[src/rtl/spm_consts.vh]
// Purpose: constants for the serial port block (modes 0 to 3, baud generation)
// Assumes: 32-bit classic Wishbone, byte data in bits 7:0, word-aligned registers
// Notes: shared by spm_serial_port.v and by the test checker and bench
//
// Function
// RL1 - mode 0 bit rate is the clock divided by six
// RL2 - mode 2 rate is clock/32, or clock/16 with baud_double set
// RL3 - modes 1 and 3 rate from timer 1 overflow, /192 or /96
// RL4 - software disables timer 1 interrupt and sets timer mode nibble 0010
// RL5 - mode 0 buffer write loads marker; sending starts one machine cycle later
// RL6 - mode 0 shift clock low in states 3-5, high in 6,1,2
// RL7 - mode 0 shifts right at state 6; marker left of msb ends send
// RL8 - mode 0 receive begins when enabled and flag clear; loads 11111110
// RL9 - mode 0 receive shifts left at state 6 with state 5 sample
// RL10 - mode 0 receive ends when initial zero reaches top; loads buffer
// RL11 - mode 1 frame: start 0, eight data lsb first, stop 1
// RL12 - mode 1 write loads marker; send starts after next divide-by-16 rollover
// RL13 - mode 1 start bit first, data enabled one bit later, shift after
// RL14 - mode 1 marker left of output bit ends send and sets flag
// RL15 - mode 1 line sampled at 16x; falling edge resets counter, loads 1ff
// RL16 - bit value is majority of samples at counter states 7, 8, 9
// RL17 - a start bit not accepted as 0 restarts edge search
// RL18 - final shift commits only if receive flag clear and stop check passes
// RL19 - commit stores stop bit, data byte and sets receive flag
// RL20 - failed commit drops the frame; edge search resumes either way
// RL21 - buffer writes go to transmit, reads come from separate receive register
// RL22 - modes 1 to 3 receive only on start bit while receive enabled
// RL23 - interrupt request stands while transmit or receive flag is set
`ifndef SPM_CONSTS_VH
`define SPM_CONSTS_VH

// ----------------------------------------------------------------
// register byte offsets
// ----------------------------------------------------------------
`define SPM_ADR_BUF 8'h00
`define SPM_ADR_CTL 8'h04
`define SPM_ADR_PWR 8'h08
`define SPM_ADR_TIMER_MODE_REG 8'h0c
`define SPM_ADR_RELOAD 8'h10
`define SPM_ADR_STAT 8'h14

// ----------------------------------------------------------------
// field positions and values
// ----------------------------------------------------------------
`define SPM_CTL_RESET 8'h00
`define SPM_BIT_RI 0
`define SPM_BIT_TI 1
`define SPM_BIT_RB8 2
`define SPM_BIT_TB8 3
`define SPM_BIT_REN 4
`define SPM_BIT_MPE 5
`define SPM_BIT_DBL 7
`define SPM_TIMER_MODE_REG_AUTO 4'h2
`define SPM_MODE0 2'd0
`define SPM_MODE2 2'd2

// ----------------------------------------------------------------
// timing counts
// ----------------------------------------------------------------
`define SPM_STATES 3'd6
`define SPM_ST_FIRST 3'd1
`define SPM_T1_TOP 8'hff
`define SPM_ST_CLK_LO 3'd3
`define SPM_ST_CLK_HI 3'd6
`define SPM_ST_SAMPLE 3'd5
`define SPM_DIV_LAST 4'hf
`define SPM_SMP_A 4'h7
`define SPM_SMP_B 4'h8
`define SPM_SMP_C 4'h9
`define SPM_TX_LOAD 9'h100
`define SPM_RX1_INIT 9'h1ff
`define SPM_RX0_INIT 8'hfe

`endif

[src/rtl/spm_serial_port.v]
// Purpose: serial port, shift-register mode 0 and async modes 1 to 3, with baud generation
// Assumes: clk_i is the cpu clock, one machine state per clock, six states per machine cycle
// Notes: modes 2 and 3 reuse the 10-bit frame; only mode 2's bit rate differs from mode 1
//
// Register access over Wishbone and the register offsets were decided locally.
`timescale 1ns/100ps
`include "spm_consts.vh"

module spm_serial_port
(
	input wire clk_i,
	input wire rst_i,
	input wire ce_i,
	input wire wb_cyc_i,
	input wire wb_stb_i,
	input wire wb_we_i,
	input wire [7:0] wb_adr_i,
	input wire [3:0] wb_sel_i,
	input wire [31:0] wb_dat_i,
	output reg [31:0] wb_dat_o,
	output reg wb_ack_o,
	output reg port1_bit0_pin_o,
	input wire port1_bit1_pin_i,
	output reg port1_bit1_pin_o,
	output reg port1_bit1_pin_oe_o,
	output wire serial_irq_o
);

	// ----------------------------------------------------------------
	// registers and state
	// ----------------------------------------------------------------
	reg [7:0] serial_control_reg;
	reg [7:0] power_control_reg;
	reg [7:0] timer_mode_reg;
	reg [7:0] reload;
	reg [7:0] rx_buffer;
	reg [7:0] t1_count;
	reg [7:0] rx0_sr;
	reg [2:0] mstate;
	reg [8:0] tx_sr;
	reg [8:0] rx1_sr;
	reg [3:0] tx_div;
	reg [3:0] rx_div;
	reg t1_half, div2;
	reg tx_req, send, data_ph;
	reg rx_arm, rx_active, rx_smp;
	reg rx_busy, rx_first;
	reg smp_a, smp_b, line_prev;
	reg sync1, sync2, sync3, line_lvl;

	wire [1:0] mode = serial_control_reg[7:6];
	wire mode0 = (mode == `SPM_MODE0);
	wire dbl = power_control_reg[`SPM_BIT_DBL];
	wire ren = serial_control_reg[`SPM_BIT_REN];
	wire mpe = serial_control_reg[`SPM_BIT_MPE];
	wire ri = serial_control_reg[`SPM_BIT_RI];
	wire ti = serial_control_reg[`SPM_BIT_TI];

	// ----------------------------------------------------------------
	// bus decode
	// ----------------------------------------------------------------
	// a request is taken once; ack drops the cycle after it is given
	wire bus_go = ce_i && wb_cyc_i && wb_stb_i && !wb_ack_o;
	wire wr_go = bus_go && wb_we_i && wb_sel_i[0];
	wire wr_buf = wr_go && (wb_adr_i == `SPM_ADR_BUF);
	wire wr_ctl = wr_go && (wb_adr_i == `SPM_ADR_CTL);

	// ----------------------------------------------------------------
	// machine cycle and timer 1
	// ----------------------------------------------------------------
	wire st6_end = (mstate == `SPM_STATES); // state 6, phase 2 edge
	wire t1_run = (timer_mode_reg[7:4] == `SPM_TIMER_MODE_REG_AUTO); // RL4
	wire t1_ovf = t1_run && st6_end && (t1_count == `SPM_T1_TOP);

	// 16x tick: timer overflow (halved unless doubled) or clk/2 or clk/1
	wire tick16 = (mode == `SPM_MODE2) ? (dbl | div2) // RL2
		: (t1_ovf && (dbl || t1_half)); // RL3

	// machine state counter runs 1..6; timer counts machine cycles
	always @(posedge clk_i)
	begin
		if (rst_i)
		begin
			mstate <= `SPM_ST_FIRST;
			t1_count <= 8'h00;
			t1_half <= 1'b0;
			div2 <= 1'b0;
		end
		else if (ce_i)
		begin
			mstate <= st6_end ? `SPM_ST_FIRST : mstate + 3'd1; // RL1
			div2 <= ~div2;
			if (t1_run && st6_end)
				t1_count <= (t1_count == `SPM_T1_TOP) ? reload : t1_count + 8'h01;
			if (t1_ovf)
				t1_half <= ~t1_half;
		end
	end

	// ----------------------------------------------------------------
	// input synchroniser
	// ----------------------------------------------------------------
	// the level moves only when the second and third stages agree
	always @(posedge clk_i)
	begin
		if (rst_i)
		begin
			sync1 <= 1'b1;
			sync2 <= 1'b1;
			sync3 <= 1'b1;
			line_lvl <= 1'b1;
		end
		else if (ce_i)
		begin
			sync1 <= port1_bit1_pin_i;
			sync2 <= sync1;
			sync3 <= sync2;
			if (sync2 == sync3)
				line_lvl <= sync3;
		end
	end

	// ----------------------------------------------------------------
	// transmitter
	// ----------------------------------------------------------------
	wire tx_roll = tick16 && (tx_div == `SPM_DIV_LAST);
	wire tx_last = (tx_sr[8:1] == 8'h01); // marker just left of output
	wire tx_done = send && tx_last // RL7
		&& (mode0 ? st6_end : (data_ph && tx_roll)); // RL14

	always @(posedge clk_i)
	begin
		if (rst_i)
		begin
			tx_sr <= 9'h000;
			tx_req <= 1'b0;
			send <= 1'b0;
			data_ph <= 1'b0;
			tx_div <= 4'h0;
		end
		else if (ce_i)
		begin
			if (tick16)
				tx_div <= tx_div + 4'h1;
			if (wr_buf)
			begin
				// marker 1 in the ninth position, data below
				tx_sr <= `SPM_TX_LOAD | {1'b0, wb_dat_i[7:0]}; // RL5 RL12
				tx_req <= 1'b1;
				send <= 1'b0;
				data_ph <= 1'b0;
			end
			else if (mode0)
			begin
				// sending starts at the next state 6 edge, then shifts each cycle
				if (tx_req && st6_end)
				begin
					tx_req <= 1'b0;
					send <= 1'b1; // RL5
				end
				else if (send && st6_end)
				begin
					tx_sr <= {1'b0, tx_sr[8:1]}; // RL7
					if (tx_last)
						send <= 1'b0;
				end
			end
			else if (tx_roll)
			begin
				// bit times follow the divide-by-16 counter, not the write
				if (tx_req)
				begin
					tx_req <= 1'b0;
					send <= 1'b1; // RL12 RL13
				end
				else if (send && !data_ph)
					data_ph <= 1'b1; // RL13
				else if (send)
				begin
					tx_sr <= {1'b0, tx_sr[8:1]}; // RL13
					if (tx_last)
					begin
						send <= 1'b0; // RL14
						data_ph <= 1'b0;
					end
				end
			end
		end
	end

	// ----------------------------------------------------------------
	// mode 0 receiver
	// ----------------------------------------------------------------
	wire rx0_last = !rx0_sr[7];
	wire [7:0] rx0_next = {rx0_sr[6:0], rx_smp};
	wire rx0_done = mode0 && rx_active && st6_end && rx0_last;
	// left shift lands the first bit on top; reverse for lsb-first byte
	wire [7:0] rx0_rev = {rx0_next[0], rx0_next[1], rx0_next[2], rx0_next[3],
		rx0_next[4], rx0_next[5], rx0_next[6], rx0_next[7]};

	always @(posedge clk_i)
	begin
		if (rst_i)
		begin
			rx_arm <= 1'b0;
			rx_active <= 1'b0;
			rx0_sr <= 8'hff;
			rx_smp <= 1'b1;
		end
		else if (ce_i)
		begin
			if (mstate == `SPM_ST_SAMPLE)
				rx_smp <= line_lvl; // RL9
			if (!mode0 || !ren)
			begin
				rx_arm <= 1'b0;
				rx_active <= 1'b0;
			end
			else if (!rx_active && !rx_arm && !ri)
				rx_arm <= 1'b1; // RL8
			else if (rx_arm && st6_end)
			begin
				rx_arm <= 1'b0;
				rx0_sr <= `SPM_RX0_INIT; // RL8
				rx_active <= 1'b1;
			end
			else if (rx_active && st6_end)
			begin
				rx0_sr <= rx0_next; // RL9
				if (rx0_last)
					rx_active <= 1'b0; // RL10
			end
		end
	end

	// ----------------------------------------------------------------
	// modes 1 to 3 receiver
	// ----------------------------------------------------------------
	wire maj = (smp_a & smp_b) | (smp_a & line_lvl) | (smp_b & line_lvl); // RL16
	wire rx_bit = rx_busy && tick16 && (rx_div == `SPM_SMP_C);
	wire rx1_last = !rx1_sr[0]; // start bit at the far end
	wire [8:0] rx1_next = {maj, rx1_sr[8:1]};
	wire rx1_done = rx_bit && !rx_first && rx1_last;
	wire rx1_ok = !ri && (!mpe || maj); // RL18

	always @(posedge clk_i)
	begin
		if (rst_i)
		begin
			rx1_sr <= `SPM_RX1_INIT;
			rx_busy <= 1'b0;
			rx_first <= 1'b0;
			rx_div <= 4'h0;
			smp_a <= 1'b1;
			smp_b <= 1'b1;
			line_prev <= 1'b1;
		end
		else if (ce_i)
		begin
			if (tick16)
				line_prev <= line_lvl;
			if (mode0 || (!ren && !rx_busy))
				rx_busy <= 1'b0;
			else if (!rx_busy)
			begin
				// edge search at the 16x rate
				if (tick16 && ren && line_prev && !line_lvl)
				begin
					rx_div <= 4'h0; // RL15 RL22
					rx1_sr <= `SPM_RX1_INIT; // RL15
					rx_busy <= 1'b1;
					rx_first <= 1'b1;
				end
			end
			else if (tick16)
			begin
				rx_div <= rx_div + 4'h1;
				if (rx_div == `SPM_SMP_A)
					smp_a <= line_lvl; // RL16
				if (rx_div == `SPM_SMP_B)
					smp_b <= line_lvl; // RL16
				if (rx_div == `SPM_SMP_C)
				begin
					rx_first <= 1'b0;
					if (rx_first && maj)
						rx_busy <= 1'b0; // RL17
					else
						rx1_sr <= rx1_next; // RL11
					if (!rx_first && rx1_last)
						rx_busy <= 1'b0; // RL20
				end
			end
		end
	end

	// ----------------------------------------------------------------
	// control registers, flags and receive buffer
	// ----------------------------------------------------------------
	// hardware set wins over a software clear in the same cycle
	wire ti_set = tx_done;
	wire ri_set = rx0_done || (rx1_done && rx1_ok);

	always @(posedge clk_i)
	begin
		if (rst_i)
		begin
			serial_control_reg <= `SPM_CTL_RESET;
			power_control_reg <= 8'h00;
			timer_mode_reg <= 8'h00;
			reload <= 8'h00;
			rx_buffer <= 8'h00;
		end
		else if (ce_i)
		begin
			if (wr_ctl)
				serial_control_reg <= wb_dat_i[7:0];
			if (wr_go && (wb_adr_i == `SPM_ADR_PWR))
				power_control_reg <= wb_dat_i[7:0];
			if (wr_go && (wb_adr_i == `SPM_ADR_TIMER_MODE_REG))
				timer_mode_reg <= wb_dat_i[7:0];
			if (wr_go && (wb_adr_i == `SPM_ADR_RELOAD))
				reload <= wb_dat_i[7:0];
			if (ti_set)
				serial_control_reg[`SPM_BIT_TI] <= 1'b1; // RL7 RL14
			if (rx0_done)
				rx_buffer <= rx0_rev; // RL10
			if (rx1_done && rx1_ok)
			begin
				rx_buffer <= rx1_next[7:0]; // RL19
				serial_control_reg[`SPM_BIT_RB8] <= rx1_next[8]; // RL11 RL19
			end
			if (ri_set)
				serial_control_reg[`SPM_BIT_RI] <= 1'b1; // RL10 RL19
		end
	end

	assign serial_irq_o = ti | ri; // RL23

	// ----------------------------------------------------------------
	// bus answer
	// ----------------------------------------------------------------
	// unmapped offsets still answer, reading zero, so the bus never hangs
	reg [7:0] rd_byte;
	always @*
	begin
		case (wb_adr_i)
			`SPM_ADR_BUF: rd_byte = rx_buffer; // RL21
			`SPM_ADR_CTL: rd_byte = serial_control_reg;
			`SPM_ADR_PWR: rd_byte = power_control_reg;
			`SPM_ADR_TIMER_MODE_REG: rd_byte = timer_mode_reg;
			`SPM_ADR_RELOAD: rd_byte = reload;
			`SPM_ADR_STAT: rd_byte = {3'b000, rx_busy, rx_active, data_ph, send, tx_req};
			default: rd_byte = 8'h00;
		endcase
	end

	always @(posedge clk_i)
	begin
		if (rst_i)
		begin
			wb_ack_o <= 1'b0;
			wb_dat_o <= 32'h00000000;
		end
		else if (ce_i)
		begin
			wb_ack_o <= bus_go;
			if (bus_go)
				wb_dat_o <= {24'h000000, rd_byte};
		end
	end

	// ----------------------------------------------------------------
	// pins
	// ----------------------------------------------------------------
	// mode 0: pin 0 is the shift clock, pin 1 two-way data
	wire clk_lo = (mstate >= `SPM_ST_CLK_LO) && (mstate < `SPM_ST_CLK_HI);
	always @(posedge clk_i)
	begin
		if (rst_i)
		begin
			port1_bit0_pin_o <= 1'b1;
			port1_bit1_pin_o <= 1'b1;
			port1_bit1_pin_oe_o <= 1'b0;
		end
		else if (ce_i)
		begin
			if (mode0)
			begin
				port1_bit0_pin_o <= !((send || rx_active) && clk_lo); // RL6
				port1_bit1_pin_o <= tx_sr[0]; // RL6
				port1_bit1_pin_oe_o <= send;
			end
			else
			begin
				// idle high, start bit low, then shift register output
				port1_bit0_pin_o <= !send || (data_ph && tx_sr[0]); // RL11 RL13
				port1_bit1_pin_o <= 1'b1;
				port1_bit1_pin_oe_o <= 1'b0;
			end
		end
	end

endmodule

[config.mk]
export PLATFORM = sky130hd
export DESIGN_NAME = spm_serial_port
export DESIGN_NICKNAME = d
export VERILOG_FILES = /design/src/rtl/spm_serial_port.v
export VERILOG_INCLUDE_DIRS = /design/src /design/src/rtl
export SDC_FILE = /design/constraint.sdc
export NUM_CORES = 1
export LEC_CHECK = 0
export BUFFER_PORTS_ARGS = -buffer_cell sky130_fd_sc_hd__buf_2
export CORE_ASPECT_RATIO = 1.5
export CORE_UTILIZATION = 61
export DETAILED_ROUTE_END_ITERATION = 8
export PLACE_DENSITY = 0.85
export SYNTH_ARGS = -nofsm -noshare
export SYNTH_HDL_FRONTEND = slang
export SYNTH_SLANG_ARGS = --single-unit
[constraint.sdc]
create_clock -name clk_i -period 6.5 [get_ports clk_i]
set_input_delay 0.975 -clock clk_i [delete_from_list [all_inputs] [get_ports clk_i]]
set_output_delay 0.975 -clock clk_i [all_outputs]
set_load 0.05 [all_outputs]
Word level (Yosys, flattened, before mapping)
Cells that the tools add are included.
{ "word_totals": {"regBits": 114, "input_bits": 51, "out_inout_bits": 37, "elab_cells": 262} }
{ "op_classes": {"add_sub_neg": 4, "magnitude_cmp": 2, "n_eq_ne": 31, "n_mux": 71, "bitwise": 12, "reduce_logical": 105} }
{ "ops": {"columns": ["op", "n"], "rows": [
  ["$mux W9", 13],
  ["$pmux W8 S6", 1],
  ["$mux W1", 47],
  ["$logic_and A1 B1 Y1", 42],
  ["$mux W8", 5],
  ["$reduce_and A2 Y1", 15],
  ["$reduce_and A5 Y1", 4],
  ["$reduce_bool A3 Y1", 6],
  ["$eq A8 B4 Y1 const B", 2],
  ["$eq A8 B5 Y1 const B", 2],
  ["$logic_not A1 Y1", 15],
  ["$reduce_bool A2 Y1", 7],
  ["$eq A4 B4 Y1 const B", 3],
  ["$mux W4", 3],
  ["$ne A3 B1 Y1 const B", 4],
  ["$reduce_and A4 Y1", 3],
  ["$reduce_and A6 Y1", 2],
  ["$add A4 B1 Y4 const B", 2],
  ["$add A8 B1 Y8 const B", 1],
  ["$eq A8 B1 Y1 const B", 1],
  ["$eq A8 B3 Y1 const B", 1],
  ["$eq A8 B8 Y1 const B", 1],
  ["$logic_not A8 Y1", 1],
  ["$ne A2 B1 Y1 const B", 4],
  ["20 further kinds", 40]
]} }

Depth between registers and ports, before layout
{ "logic_depth": {"depth_word": 13, "ltp_mapped": 9, "mapped_depth_nobuf": 8} }

Least setup slack after synthesis
OpenSTA, ideal clock, no wires.
{ "synth_path": {"kind": "in2reg", "start": "input port wb_adr_i[1]", "end": "register power_control_reg[7]", "setup_time_ns": 0.132, "arrival_time_ns": 2.638, "required_time_ns": 6.368, "slack_ns": 3.730, "stages": 8, "n_path_buf": 2, "cell_sequence": "or4_1 -> nor3_1 -> and3_1 -> clkbuf_1 -> buf_2 -> nand2_1 -> nand2_1 -> a21oi_1"} }
{ "synth_between": {"elab_chain_cells": 3} }
{ "synth_rtl": {"columns": ["item", "line", "source"], "rows": [
  ["start: declaration", "spm_serial_port.v:17", "input wire [7:0] wb_adr_i,"],
  ["$eq A8 B4 Y1", null, null],
  ["$logic_and A1 B1 Y1", "spm_serial_port.v:317", "if (wr_go && (wb_adr_i == `SPM_ADR_PWR))"],
  ["$reduce_and A2 Y1 (no line)", null, null],
  ["end signal: assignment", "spm_serial_port.v:318", "power_control_reg <= wb_dat_i[7:0];"],
  ["end: declaration", "spm_serial_port.v:33", "reg [7:0] power_control_reg;"]
]} }
Every way passes these cells.
A chain may end at the register's enable or synchronous reset.

Worst setup path in the final report
{ "layout_path": {"start": "input port ce_i", "end": "register tx_sr[7]"} }
{ "layout_between": {"elab_chain_cells": 8, "elab_cells_between_ends": 14, "classes_between": "eq/ne (4); mux (1); reduce/logical (9)"} }
{ "layout_rtl": {"columns": ["item", "line", "source"], "rows": [
  ["start: declaration", "spm_serial_port.v:13", "input wire ce_i,"],
  ["$logic_and A1 B1 Y1 (3 in a row)", "spm_serial_port.v:63", "wire bus_go = ce_i && wb_cyc_i && wb_stb_i && !wb_ack_o;"],
  ["$logic_and A1 B1 Y1 (2 in a row)", "spm_serial_port.v:64", "wire wr_go = bus_go && wb_we_i && wb_sel_i[0];"],
  ["$logic_and A1 B1 Y1", "spm_serial_port.v:65", "wire wr_buf = wr_go && (wb_adr_i == `SPM_ADR_BUF);"],
  ["$ne A3 B1 Y1 (no line) (tied with other cells)", null, null],
  ["$reduce_and A7 Y1 (no line)", null, null],
  ["end signal: assignment", "spm_serial_port.v:148", "tx_sr <= `SPM_TX_LOAD | {1'b0, wb_dat_i[7:0]};"],
  ["end signal: assignment", "spm_serial_port.v:163", "tx_sr <= {1'b0, tx_sr[8:1]};"],
  ["end signal: assignment", "spm_serial_port.v:180", "tx_sr <= {1'b0, tx_sr[8:1]};"],
  ["end: declaration", "spm_serial_port.v:40", "reg [8:0] tx_sr;"]
]} }
Parallel ways exist; a longest one is shown, timed or not.

==> impl_metrics.toml <==
[clocking]
cts_buffers = 17
cts_tree = "yes"
clockRootBuffer = "clkbuf_16"
clkSlewWorstSetupHoldPaths_ns = 0.06
clockBufferDepth = 2
post_cts_buffers = 0
cts_hold_buf = 0
cts.htree.levels = 4
clock_latency_ns = 0.41
clock_sinks = 114
cts_resized = 0

[setup_path]
start_kind = "primary input"
cpPeakStageDelay_ns = 0.78
crit_arrival_ns = 4.20
r2r-start = "wb_ack_o"
cp_max_fo = 31
worstRegToRegCells = 6
crit_slowest_cell = "and3_1"
cp.required_ns = 6.80
cp_common_cell = "and3_1"
cp_num_buf_inv = 1
critPathKind = "primary input to register"
crit_family = "simple AND/OR/NAND/NOR gates"
worstSetupEndpointType = "register"
r2r_setup_slack_ns = 3.40
r2r-end = "tx_sr[7]"
path_cells = "buf_2, and4b_1, and3_1, and3_1, o221a_4, nor2_1, a311oi_2"

[layout]
fillers = 677
drive_above_1_share = 0.156
multi_input_area_sq_um = 3100
fin_nets = 741
register_area_sq_um = 2280
postLayoutCellArea_sq_um = 6400
syn_to_final_growth_pct = 11.6
reg_top3 = "rx1_sr: 9 flops, tx_sr: 9 flops"

[grt]
grt_start_max_net_pins = 69
met1_usage = 0.341
use_met3 = 0.0921
grt_overflow = 0
grt_busiest_layer = "met2"
grt_pass1_vias = 5132
grt_pass1_wl_um = 24500
met2_usage = 0.549
grtUsageTotal = 0.331
antenna_found_initial = 1

[worst_hold_path]
hp-start = "power_control_reg[4]"
worst_hold_path.endpoint = "power_control_reg[4]"
hold_path_class = "register to register"
hold_depth = 2

[floorplanning]
io_pins = 88
dieHeight_um = 121
fp.coreArea_sq_um = 9200
die_area_sq_um = 9800
die_w_um = 81.2
initial_core_util = 0.623
rows = 43

[status]
outcome = "completed"

[logic_synthesis]
yosys_warnings = 0
yosysMostFrequentCell = "dfxtp_1"
yosys.cell_types.count = 77
ys_top_cells_by_count = "114 x dfxtp_1, 89 x nand2_1, 70 x nor2_1"
synth.ff_latch_count = 114
synth.avg_cell_area_sq_um = 8.58
yosys-top-cells-area = "dfxtp_1 40%, nand2_1 5.8%, a21oi_1 4.6%"
synth.cell_area_sq_um = 5730
synth-async-reset-ratio = 0
synth-edff-count = 0
yosys.area.top_type_share = 0.398
syn_inst = 668
synth_flop_cell = "dfxtp_1"
yosysSeqAreaShare = 0.398
synth_top_cell_by_area = "dfxtp_1"

[placement]
io_buffers = 36
post_dp_cell_area_sq_um = 5760
gp_congestion = 0.897
hpwl_um = 9870

[sta]
skew_ns = 0.00869
fin_tns_setup_ns = 0
tightestPinTransition_ns = 0.860
max_slew_margin = 0.427
fmax_ghz = 0.257
rsz0062_at_grt = "no"
finalSetupViolations = 0
fin_crit_ns = 3.90
slew_violations = 0
min_period_over_period = 0.599
hold_viol = 0

[drt]
drc_errors = 0
ant_nets = 0
drt_first_iter_violations = 546
vias_per_cell = 6.55
routed-via-count = 5302
wirelength_um = 15200
first_pass_iters = 8
wire_per_inst_um = 18.7

[pwr]
finalPower_mw = 1.80
power_density_nw_per_um2 = 281
peakVddDrop_v = 0.000202
leakage_nw = 2.50

[run]
cap_violations = 0
[worst max-delay path by stage]
stage | from | to | cells past startpoint
finish | ce_i | tx_sr[7] | 7
global route | ce_i | tx_sr[1] | 7
CTS | ce_i | tx_sr[7] | 7
detailed placement | ce_i | tx_sr[1] | 7
global placement | ce_i | tx_sr[0] | 7
floorplan | wb_adr_i[1] | power_control_reg[7] | 8
[power by group]
part	switching [mW]	internal, mW
sequential	0.00595	0.706
combinational	0.0806	0.0213
clock	0.317	0.670
total	0.403	1.40
[metrics by stage]
| stage | setup slack, ns | cells | util | hold WS, ns |
|---|---|---|---|---|
| finish | 2.60 | 810 | 0.695 | 0.459 |
| global route | 2.37 | 810 | 0.695 | 0.490 |
| CTS | 2.70 | 809 | 0.695 | 0.455 |
| detailed placement | 2.38 | 777 | 0.627 | 0.447 |
| global placement | 2.46 | 777 | 0.627 | 0.442 |
| floorplan | 3.73 | 691 | - | 0.429 |
[worst min-delay path, stage by stage, from the launching register on]
cell and delay, ns:
dfxtp_1 0.31, nand2_1 0.05, a21oi_1 0.05
[cell usage in the layout (no fill, tap or decap), types with 8 or more instances in the layout]
cell / Yosys / routed
a21oi_1: 53 / 53
a311oi_1: 8 / 8
a311oi_2: 10 / 10
and3b_1: 10 / 10
buf_2: 7 / 35
clkbuf_16: 0 / 17
conb_1: 1 / 24
dfxtp_1: 114 / 114
inv_1: 11 / 11
mux2i_1: 17 / 17
nand2_1: 89 / 89
nand2b_1: 10 / 10
nand3_1: 29 / 29
nor2_1: 70 / 70
nor3_1: 26 / 26
o21ai_0: 14 / 14
o21ai_1: 10 / 10
o22ai_1: 8 / 8
[metal layers]
layer  vias up  part of all wire
li1       2391                 -
met1      2483              0.36
met2       352              0.50
met3        76             0.083
met4         0             0.056
met5         -                 0
[cells by family after synthesis]
kind of cell | synth area share
AOI/OAI and AO/OA | 0.186
xor gates and xnor gates | 0.0153
adders and majority gates | 0.0148
buffers and inverters | 0.0766
DFF | 0.398
muxes | 0.0513
other | 0.000654
and+or+nand+nor | 0.257
[cell type report]
type	instances	area share
Antenna cell	1	0.000391
Clock buffer	23	0.0747
Clock inverter	9	0.0239
Inverter	12	0.00704
Multi-Input combinational cell	501	0.484
Sequential cell	114	0.357
Tap cell	112	0.0219
Timing Repair Buffer	38	0.0309
No activity file was read; power rests on OpenSTA's default activity.
